### src/logic/ascp_cfg.svh
`ifndef ASCP_CFG_SVH
`define ASCP_CFG_SVH

`define ASCP_CLK_KHZ       40000
`define ASCP_SCLK_MAX_KHZ  28800
`define ASCP_SCLK_KHZ      5000
`define ASCP_SCLK_HALF     ((`ASCP_CLK_KHZ + 2 * `ASCP_SCLK_KHZ - 1) / (2 * `ASCP_SCLK_KHZ))
`define ASCP_HALF_LAST     3'(`ASCP_SCLK_HALF - 1)
`define ASCP_RES_BITS      12
`define ASCP_FIFO_DEPTH    16
`define ASCP_FRAME_CLKS    5'h10
`define ASCP_HOLD_EDGE     5'h03
`define ASCP_MSB_EDGE      5'h04
`define ASCP_LSB_EDGE      5'h0f
`define ASCP_PD_FIRST      5'h04
`define ASCP_PD_LAST       5'h0d
`define ASCP_WAKE_EDGE     5'h0e
`define ASCP_BYTE_CLKS     5'h08
`define ASCP_INIT_CLKS     5'h08

`endif

### src/logic/ascp_pkg.sv
`include "ascp_cfg.svh"
package ascp_pkg;
  typedef logic [`ASCP_RES_BITS-1:0] ascp_result_t;
  typedef enum logic [1:0] {
    ASCP_PWR_ON      = 2'h0,
    ASCP_PWR_PARTIAL = 2'h1,
    ASCP_PWR_FULL    = 2'h2
  } ascp_pwr_e;
  typedef enum logic [1:0] {
    ASCP_CMD_SINGLE = 2'h0,
    ASCP_CMD_CONT   = 2'h1,
    ASCP_CMD_PWRDN  = 2'h2
  } ascp_cmd_e;
  typedef enum logic [1:0] {
    ASCP_DEV_IDLE = 2'h0,
    ASCP_DEV_CONV = 2'h1,
    ASCP_DEV_TAIL = 2'h2,
    ASCP_DEV_LAST = 2'h3
  } ascp_dev_state_e;
  typedef enum logic [2:0] {
    ASCP_H_INIT = 3'h0,
    ASCP_H_IDLE = 3'h1,
    ASCP_H_LOW  = 3'h2,
    ASCP_H_HIGH = 3'h3,
    ASCP_H_GAP  = 3'h4,
    ASCP_H_TAIL = 3'h5,
    ASCP_H_END  = 3'h6
  } ascp_host_state_e;
endpackage

### src/logic/ascp_if.sv
`timescale 1ns/10ps
`default_nettype none
interface ascp_if;
  logic sclk;
  logic conversion_start_n;
  logic link_rst;
  logic dout_data;
  logic dout_oe_n;

  modport dev (
    input  sclk,
    input  conversion_start_n,
    input  link_rst,
    output dout_data,
    output dout_oe_n
  );
  modport host (
    output sclk,
    output conversion_start_n,
    output link_rst,
    input  dout_data,
    input  dout_oe_n
  );
endinterface
`default_nettype wire

### src/logic/ascp_host.sv
`timescale 1ns/10ps
`include "ascp_cfg.svh"
`default_nettype none
module ascp_fifo #(
  parameter int WIDTH = `ASCP_RES_BITS,
  parameter int DEPTH = `ASCP_FIFO_DEPTH
) (
  input  wire logic             clock,
  input  wire logic             sys_rst,
  input  wire logic             in_valid,
  output logic                  in_ready,
  input  wire logic [WIDTH-1:0] in_data,
  output logic                  out_valid,
  input  wire logic             out_ready,
  output logic [WIDTH-1:0]      out_data
);
  localparam int AW = $clog2(DEPTH);
  logic [WIDTH-1:0] mem [DEPTH];
  logic [AW-1:0]    wr_ptr;
  logic [AW-1:0]    rd_ptr;
  logic [AW:0]      count;
  logic             do_wr;
  logic             do_rd;
  logic [AW:0]      next_count;

  assign do_wr      = in_valid & in_ready;
  assign do_rd      = out_valid & out_ready;
  assign next_count = count + {{AW{1'b0}}, do_wr} - {{AW{1'b0}}, do_rd};
  assign out_data   = mem[rd_ptr];

  always_ff @(posedge clock)
  begin
    if (do_wr)
    begin
      mem[wr_ptr] <= in_data;
    end
  end

  always_ff @(posedge clock)
  begin
    if (sys_rst)
    begin
      wr_ptr    <= '0;
      rd_ptr    <= '0;
      count     <= '0;
      in_ready  <= 1'b1;
      out_valid <= 1'b0;
    end
    else
    begin
      wr_ptr    <= wr_ptr + AW'(do_wr);
      rd_ptr    <= rd_ptr + AW'(do_rd);
      count     <= next_count;
      in_ready  <= next_count != (AW+1)'(DEPTH);
      out_valid <= next_count != '0;
    end
  end
endmodule

module ascp_host (
  input  wire logic                    clock,
  input  wire logic                    sys_rst,
  ascp_if.host                         link,
  input  wire logic                    spi_cpol,
  input  wire logic                    spi_cpha,
  input  wire logic                    byte_mode,
  input  wire logic                    cmd_valid,
  input  wire ascp_pkg::ascp_cmd_e     cmd_code,
  output logic                         cmd_ready,
  output logic                         res_valid,
  output ascp_pkg::ascp_result_t       res_data,
  input  wire logic                    res_ready
);
  ascp_pkg::ascp_host_state_e hst;
  ascp_pkg::ascp_cmd_e        cur;
  ascp_pkg::ascp_cmd_e        pend_code;
  ascp_pkg::ascp_result_t     push_data;
  logic       pend_valid;
  logic       discard;
  logic [2:0] half;
  logic [4:0] edge_cnt;
  logic [15:0] sh;
  logic       sclk_q;
  logic       cs_q;
  logic       lrst_q;
  logic       dout_meta;
  logic       dout_sync;
  logic       push;
  logic       fifo_in_ready;
  logic       half_done;
  logic       at_end;
  logic       stall;
  logic       fall;
  logic       take;
  logic       launch;
  logic       chain;
  logic       mode_rise;

  assign link.sclk               = sclk_q;
  assign link.conversion_start_n = cs_q;
  assign link.link_rst           = lrst_q;

  assign half_done = half == `ASCP_HALF_LAST;
  assign at_end    = edge_cnt == `ASCP_FRAME_CLKS;
  // a full result store holds the clock high rather than lose a word
  assign stall     = at_end & ~discard & (cur != ascp_pkg::ASCP_CMD_PWRDN) & ~fifo_in_ready;
  assign fall      = (hst == ascp_pkg::ASCP_H_HIGH) & half_done & ~stall;
  assign take      = cmd_valid & cmd_ready;
  assign chain     = fall & at_end & (cur == ascp_pkg::ASCP_CMD_CONT) & pend_valid &
                     (pend_code == ascp_pkg::ASCP_CMD_CONT);
  assign launch    = ((hst == ascp_pkg::ASCP_H_IDLE) & pend_valid) | chain;
  assign mode_rise = spi_cpol == spi_cpha;

  always_ff @(posedge clock)
  begin
    dout_meta <= link.dout_data;
    dout_sync <= dout_meta;
  end

  always_ff @(posedge clock)
  begin
    if (sys_rst)
    begin
      pend_valid <= 1'b0;
      pend_code  <= ascp_pkg::ASCP_CMD_SINGLE;
      cmd_ready  <= 1'b0;
    end
    else
    begin
      if (launch)
      begin
        pend_valid <= 1'b0;
      end
      else if (take)
      begin
        pend_valid <= 1'b1;
        pend_code  <= cmd_code;
      end
      cmd_ready <= ~take & (launch | ~pend_valid) & (hst != ascp_pkg::ASCP_H_INIT);
    end
  end

  always_ff @(posedge clock)
  begin
    if (sys_rst)
    begin
      sh <= 16'h0000;
    end
    else if (mode_rise ? ((hst == ascp_pkg::ASCP_H_LOW) & half_done) : fall)
    begin
      sh <= {sh[14:0], dout_sync};
    end
  end

  always_ff @(posedge clock)
  begin
    if (sys_rst)
    begin
      push      <= 1'b0;
      push_data <= '0;
    end
    else
    begin
      push <= fall & at_end & ~discard & (cur != ascp_pkg::ASCP_CMD_PWRDN);
      // both capture modes leave the twelve result bits in the same place here
      push_data <= sh[11:0];
    end
  end

  always_ff @(posedge clock)
  begin
    if (sys_rst)
    begin
      hst      <= ascp_pkg::ASCP_H_INIT;
      half     <= 3'h0;
      edge_cnt <= 5'h00;
      sclk_q   <= 1'b0;
      cs_q     <= 1'b1;
      lrst_q   <= 1'b1;
      cur      <= ascp_pkg::ASCP_CMD_SINGLE;
      discard  <= 1'b1;
    end
    else
    begin
      half <= (half_done && !stall) ? 3'h0 : ((half_done) ? half : half + 3'h1);
      case (hst)
        ascp_pkg::ASCP_H_INIT:
        begin
          // clocks with start high reset the far end, then a discarded first frame
          if (half_done)
          begin
            if (edge_cnt == `ASCP_INIT_CLKS && !sclk_q)
            begin
              lrst_q   <= 1'b0;
              cs_q     <= 1'b0;
              edge_cnt <= 5'h00;
              hst      <= ascp_pkg::ASCP_H_LOW;
            end
            else
            begin
              sclk_q <= ~sclk_q;
              if (!sclk_q)
              begin
                edge_cnt <= edge_cnt + 5'h01;
              end
            end
          end
        end
        ascp_pkg::ASCP_H_IDLE:
        begin
          half   <= 3'h0;
          sclk_q <= spi_cpol;
          cs_q   <= 1'b1;
          if (launch)
          begin
            cs_q     <= 1'b0;
            sclk_q   <= 1'b0;
            edge_cnt <= 5'h00;
            cur      <= pend_code;
            discard  <= 1'b0;
            hst      <= ascp_pkg::ASCP_H_LOW;
          end
        end
        ascp_pkg::ASCP_H_LOW:
        begin
          if (half_done)
          begin
            sclk_q   <= 1'b1;
            edge_cnt <= edge_cnt + 5'h01;
            hst      <= ascp_pkg::ASCP_H_HIGH;
          end
        end
        ascp_pkg::ASCP_H_HIGH:
        begin
          if (fall)
          begin
            sclk_q <= 1'b0;
            if (cur == ascp_pkg::ASCP_CMD_PWRDN && edge_cnt == `ASCP_BYTE_CLKS)
            begin
              cs_q <= 1'b1;
            end
            if (cur == ascp_pkg::ASCP_CMD_CONT && edge_cnt == `ASCP_LSB_EDGE)
            begin
              cs_q <= 1'b1;
            end
            if (at_end)
            begin
              if (cur == ascp_pkg::ASCP_CMD_SINGLE)
              begin
                hst <= ascp_pkg::ASCP_H_TAIL;
              end
              else if (chain)
              begin
                cs_q     <= 1'b0;
                edge_cnt <= 5'h00;
                discard  <= 1'b0;
                hst      <= ascp_pkg::ASCP_H_LOW;
              end
              else
              begin
                hst <= ascp_pkg::ASCP_H_END;
              end
            end
            else if (edge_cnt == `ASCP_BYTE_CLKS && byte_mode &&
                     cur != ascp_pkg::ASCP_CMD_PWRDN)
            begin
              hst <= ascp_pkg::ASCP_H_GAP;
            end
            else
            begin
              hst <= ascp_pkg::ASCP_H_LOW;
            end
          end
        end
        ascp_pkg::ASCP_H_GAP:
        begin
          if (half_done)
          begin
            hst <= ascp_pkg::ASCP_H_LOW;
          end
        end
        ascp_pkg::ASCP_H_TAIL:
        begin
          if (half_done)
          begin
            sclk_q <= 1'b1;
            hst    <= ascp_pkg::ASCP_H_END;
          end
        end
        ascp_pkg::ASCP_H_END:
        begin
          // the far end sees start only at clock rises: one rise with start
          // high re-arms its falling-edge detector before the clock stops
          if (half_done)
          begin
            cs_q <= 1'b1;
            if (sclk_q)
            begin
              sclk_q <= 1'b0;
            end
            else if (cs_q)
            begin
              sclk_q <= 1'b1;
              hst    <= ascp_pkg::ASCP_H_IDLE;
            end
          end
        end
        default:
        begin
          hst <= ascp_pkg::ASCP_H_IDLE;
        end
      endcase
    end
  end

  ascp_fifo #(
    .WIDTH (`ASCP_RES_BITS),
    .DEPTH (`ASCP_FIFO_DEPTH)
  ) u_fifo (
    .clock     (clock),
    .sys_rst   (sys_rst),
    .in_valid  (push),
    .in_ready  (fifo_in_ready),
    .in_data   (push_data),
    .out_valid (res_valid),
    .out_ready (res_ready),
    .out_data  (res_data)
  );
endmodule
`default_nettype wire

### src/flat_wrapper.sv
// flat-port wrapper written by rule: the top's interface ports become plain ports
module ascp_host_flat 
  (clock, sys_rst, spi_cpol, spi_cpha, byte_mode, cmd_valid, cmd_code, cmd_ready, res_valid, res_data, res_ready, link_sclk, link_conversion_start_n, link_link_rst, link_dout_data, link_dout_oe_n);
  ascp_if link_i ();
  input  wire logic clock;
  input  wire logic sys_rst;
  input  wire logic spi_cpol;
  input  wire logic spi_cpha;
  input  wire logic byte_mode;
  input  wire logic cmd_valid;
  input  wire ascp_pkg::ascp_cmd_e cmd_code;
  output logic cmd_ready;
  output logic res_valid;
  output ascp_pkg::ascp_result_t res_data;
  input  wire logic res_ready;
  output wire logic [$bits(link_i.sclk)-1:0] link_sclk;
  output wire logic [$bits(link_i.conversion_start_n)-1:0] link_conversion_start_n;
  output wire logic [$bits(link_i.link_rst)-1:0] link_link_rst;
  input wire logic [$bits(link_i.dout_data)-1:0] link_dout_data;
  input wire logic [$bits(link_i.dout_oe_n)-1:0] link_dout_oe_n;
  assign link_sclk = link_i.sclk;
  assign link_conversion_start_n = link_i.conversion_start_n;
  assign link_link_rst = link_i.link_rst;
  assign link_i.dout_data = link_dout_data;
  assign link_i.dout_oe_n = link_dout_oe_n;
  ascp_host u_core (.clock(clock), .sys_rst(sys_rst), .link(link_i), .spi_cpol(spi_cpol), .spi_cpha(spi_cpha), .byte_mode(byte_mode), .cmd_valid(cmd_valid), .cmd_code(cmd_code), .cmd_ready(cmd_ready), .res_valid(res_valid), .res_data(res_data), .res_ready(res_ready));
endmodule
### config.mk
export PLATFORM = sky130hd
export DESIGN_NAME = ascp_host_flat
export DESIGN_NICKNAME = d
export VERILOG_FILES = /design/src/logic/ascp_pkg.sv /design/src/logic/ascp_if.sv /design/src/logic/ascp_host.sv /design/src/flat_wrapper.sv
export VERILOG_INCLUDE_DIRS = /design/src /design/src/logic
export SDC_FILE = /design/constraint.sdc
export NUM_CORES = 1
export LEC_CHECK = 0
export BUFFER_PORTS_ARGS = -buffer_cell sky130_fd_sc_hd__buf_4
export CAP_MARGIN = 20
export CORE_ASPECT_RATIO = 1.2
export CORE_MARGIN = 2
export CORE_UTILIZATION = 55
export CTS_CLUSTER_SIZE = 40
export DETAILED_ROUTE_END_ITERATION = 16
export PLACE_DENSITY = 0.72
export SYNTH_ARGS = -nofsm -noshare
export SYNTH_HDL_FRONTEND = slang
export SYNTH_HIERARCHICAL = 1
export SYNTH_SLANG_ARGS = --single-unit
### constraint.sdc
create_clock -name clock -period 4.4 [get_ports clock]
set_input_delay 0.66 -clock clock [delete_from_list [all_inputs] [get_ports clock]]
set_output_delay 0.66 -clock clock [all_outputs]
set_load 0.05 [all_outputs]
* Word level (Yosys, flattened, before mapping)
Memory sizes are Yosys's and may differ from the RTL's. A register that Yosys moved wholly into a read port is not among the register bits.
Index checks and enable logic that the tools add are counted.
** Operators by class
- Reduce and logical (&&, ||, !) cells :: 27
- Shift operators :: 0
- Divide/modulo/power cells :: 0
- Bitwise operators :: 27
- Add/sub/neg operators :: 6
- $lt $le $gt $ge :: 0
- Multiplexer cells :: 54
- Equal/unequal tests :: 32
- Multipliers :: 0
** Operators with widths (number)
- $mux 5 :: 9
- $mux 3 :: 14
- $mux 1 :: 25
- $ne 2x1->1 const B :: 12
- $pmux 3 s7 :: 1
- $pmux 5 s4 :: 1
- $and 1x1->1 :: 18
- $reduce_and 6->1 :: 2
- $eq 5x4->1 const B :: 2
- $reduce_and 10->1 :: 1
- $reduce_bool 5->1 :: 2
- $eq 3x2->1 const B :: 3
- $eq 3x3->1 const B :: 3
- $reduce_and 9->1 :: 1
- $add 4x1->4 :: 2
- $ne 2x2->1 const B :: 4
- $reduce_bool 4->1 :: 2
- $not 1->1 :: 7
- $logic_and 1x1->1 :: 6
- $add 5x1->5 :: 1
- $add 5x1->5 const B :: 1
- $eq 5x5->1 const B :: 1
- $ne 5x5->1 const B :: 1
- $pmux 1 s5 :: 1
- 21 further kinds :: 26
** Storage, ports and cells
- Bits in writable memories :: 192
- ROM bits :: 0
- Memories kept :: 1
- Register bits after elaboration :: 63
- Input bits :: 11
- Bits in latches :: 0
- Logic and storage cells :: 168
- Output and inout bits :: 17
** Memory list
- u_core.u_fifo.mem :: depth 16, width 12, read ports 1, clocked after Yosys merged registers in 1, write ports 1, RTL line ascp_host.sv:18 : logic [WIDTH-1:0] mem [DEPTH];

* Longest topological paths before layout
- Depth after elaboration :: 15
- Gate-level depth with buffers :: 10
- Mapped depth without buffers :: 10

* Modules after synthesis
The synthesis kept the hierarchy.
** Modules (own cells, without submodules)
- ascp_fifo :: area each 8040.2 um^2, cells an instance 387, times used 1
- ascp_host :: area each 2265.9 um^2, cells an instance 239, times used 1

* Least setup slack after synthesis
Ideal clock, no wire load.
- Path kind :: reg2reg
- From :: register u_core.u_fifo.out_valid
- To :: register u_core.u_fifo.out_valid
- Clock period less this slack :: 2328 ps
- Setup slack :: 2072 ps
- Path buffers :: 0
- Arrival :: 2188 ps
- Cell stages (with the launch flop) :: 10
- Library setup time :: 139 ps
- Cell sequence :: dfxtp_1 -> nand2_1 -> nand2_1 -> nand2_1 -> ha_1 -> fa_1 -> a21o_1 -> a21oi_1 -> xnor2_1 -> a41oi_1
** On the way
- Longest elaborated chain between the ends :: 3
** Ends and longest elaborated chain
- from (decl) :: RTL line ascp_host.sv:13 : output logic out_valid,
- from (signal assigned) :: RTL line ascp_host.sv:47 : out_valid <= 1'b0;
- from (signal assigned) :: RTL line ascp_host.sv:55 : out_valid <= next_count != '0;
- $and 1x1->1 :: RTL line ascp_host.sv:27 : assign do_rd = out_valid & out_ready;
- $sub 5x1->5 :: RTL line ascp_host.sv:28 : assign next_count = count + {{AW{1'b0}}, do_wr} - {{AW{1'b0}}, do_rd};
- $reduce_bool 5->1 :: RTL line ascp_host.sv:55
No other way between the ends.
A chain may end at the register's enable or synchronous reset.

==> metrics.cfg <==
[global_routing]
grt_max_degree = 46
antenna_found_initial = 0
grt_overflow_total = 0
grtUsageTotal_pct = 20.6
grt_pass1_wl_um = 31500
grt_pass1_vias = 5814

[synth]
synth_edf_count = 192
synth_ff_type = edfxtp_1
synth_seq_cells = 255
synthCells = 626
synth_nets = 650
syn_area_um2 = 10300
yosys_warnings = 6
yosys.area.top_type = edfxtp_1
synth_top_cell_area_share_pct = 55.9
ys_types = 62
netlist_top_cells_area = edfxtp_1 (56%), dfxtp_1 (12%), mux4_2 (5.9%)
syn_avg_cell_area_um2 = 16.5
ys_seq_area_share_pct = 68.2
synthArstFlopShare_pct = 0

[final_layout]
drive_gt1_share_pct = 19.5
layout_common_cells = edfxtp_1 (192), dfxtp_1 (61), nor2_1 (45)
layout_commonest_cell = edfxtp_1
n_antenna_cell = 0
nNetsFinal = 695
postLayoutCellArea_um2 = 11600
final.fill_count = 1322
area_growth_pct = 12.7
final-seq-area_um2 = 7030
multiInputGateArea_um2 = 3100

[timing]
maxClockFrequency_mhz = 302
maxSlewHeadroom_pct = 34.3
finClkSkew_ns = 0.0107
holdWs_ns = 0.256
rsz0062_at_grt = false
period_share_pct = 75.2
setup_viol = 0
drv_slew = 0
post-route-min-period_ns = 3.31
tightest_slew_ns = 0.985
hold_viol_final = 0
final.setup.tns_ns = 0

[route]
num_vias = 5551
drc = 0
wl_per_cell_um = 21.1
drtPass1Iterations = 5
ant_nets = 0
viasPerCell = 5.91
routed_wl_um = 19900
dr.first_iter.drc_count = 437

[floorplan]
core_area_um2 = 18300
row_count = 54
ios = 28
die_w_um = 129
dieArea_um2 = 19900
start_util_pct = 56.3
die_y_um = 154

[worst_hold_path]
min_from = link_dout_data
hp-class = in2reg

[placed_design]
post_dp_cell_area_um2 = 10800
finalWeightedCongestion = 0.812
io_buffers = 26
dp_hpwl_um = 12500

[clock_tree]
insertion_delay_ns = 0.50
cts_setup_buffers = 0
clk_pin_slew_ns = 0.06
cts_max_level = 1
cts_tree = done
clockBufferDepth = 3
clkSinkCount = 255
cts_root_buffer = clkbuf_16
ctsHoldBuffers = 0
numCtsBuffers = 24
post_cts_resized = 0

[pwr]
finalPower_mw = 5.39
irDropWorstVdd_mv = 0.402
powerDensity_nw_per_um2 = 464
p_leak_nw = 3.87

[critical_path]
start_kind = flip-flop
worstPathMaxFanout = 39
required_ns = 3.74
r2r-start = u_core/half[0]$_SDFFE_PP0N_
crit_start = u_core/u_fifo/rd_ptr[1]$_SDFF_PP0_
r2r_slack_ns = 1.81
cp.arrival_ns = 2.65
critPathKind = reg2out
end_kind = primary output

[run_status]
outcome = completed

[flow_run]
maxCapViolCount = 0

registers in the layout, summed over array words and instances (netlist names), 2 cells and up:
name and count:
u_core/u_fifo/rd_ptr 4, u_core/u_fifo/mem 192, u_core/push_data 12, u_core/edge_cnt 5, u_core/sh 12, u_core/u_fifo/wr_ptr 4, u_core/pend_code 2, u_core/half 3
u_core/cur 2, u_core/u_fifo/count 5, u_core/hst 3
layer usage:
layer	wire length (µm)	vias to the layer above	track usage, %
met3	1050	22	2.71
li1	-	2537	-
met2	10500	173	37.3
met5	0	-	0
met4	293	0	5.12
met1	8070	2819	26.3
worst paths after layout:
kind / end / cells after the start
worst max-delay path: res_data[1] / 5
worst min-delay path: u_core/dout_meta$_DFF_P_ / 1
worst max register to register: u_core/edge_cnt[4]$_SDFFE_PP0P_ / 7
worst min register to register: u_core/dout_sync$_DFF_P_ / 0
per-stage QoR:
| step | cells | util [%] | setup slack [ns] |
|---|---|---|---|
| 2_1_floorplan | 626 | - | 2.07 |
| 3_3_place_gp | 893 | 59.1 | 1.61 |
| 3_5_place_dp | 895 | 59.2 | 1.57 |
| 4_1_cts | 938 | 63.3 | 1.05 |
| 5_1_grt | 940 | 63.4 | 0.926 |
| 6_report | 940 | 63.4 | 1.09 |
synthesized netlist by cell type, types with 2 or more instances:
master and number:
a21o_1 4, a21oi_1 16, a22oi_1 24, a311o_1 2, a31oi_1 3, and3_1 3
and4bb_2 2, buf_1 2, buf_2 3, buf_4 2, buf_6 5, clkbuf_1 16
dfxtp_1 63, edfxtp_1 192, ha_1 12, inv_1 12, mux2_2 11, mux2i_1 7
mux4_1 21, mux4_2 27, nand2_1 34, nand2b_1 13, nand3_1 11, nand3b_1 3
nand4b_1 2, nor2_1 45, nor2b_1 28, nor3_1 6, o21ai_0 9, o22ai_1 2
o311ai_0 3, o31ai_1 2, or3_1 3, xnor2_1 4, xor2_1 7
worst max-delay path, stage by stage, from the launching register on:
cell and delay (ns):
dfxtp_2 0.96, buf_4 0.36, mux4_1 0.31, a22oi_1 0.20
nand2_1 0.09, buf_4 0.20
cell type report:
type | instances | area share [%]
sequential | 255 | 60.5
inverter | 13 | 0.420
clock inverter | 9 | 0.614
multi-input combinational | 330 | 26.7
clock buffer | 34 | 5.85
tap | 252 | 2.71
timing repair buffer | 47 | 3.21
cells by family (layout without fill, tap and decap cells):
group | Yosys count | after routing | synth area share, %
adder cells (fa/ha/maj) | 13 | 13 | 1.65
AO/OA/AOI/OAI | 78 | 78 | 5.65
buffers and inverters | 41 | 103 | 1.97
flip-flops | 255 | 255 | 68.2
multiplexers | 67 | 67 | 13.2
AND/OR/NAND/NOR | 161 | 161 | 8.38
XOR/XNOR | 11 | 11 | 0.935
power by group:
group	total [mW]	internal [mW]	leakage [nW]	switching (mW)
Combinational	0.782	0.363	1.39	0.419
Sequential	2.65	2.60	2.11	0.0566
Clock	1.96	1.13	0.358	0.825
Power figures use the tool's default switching activity.
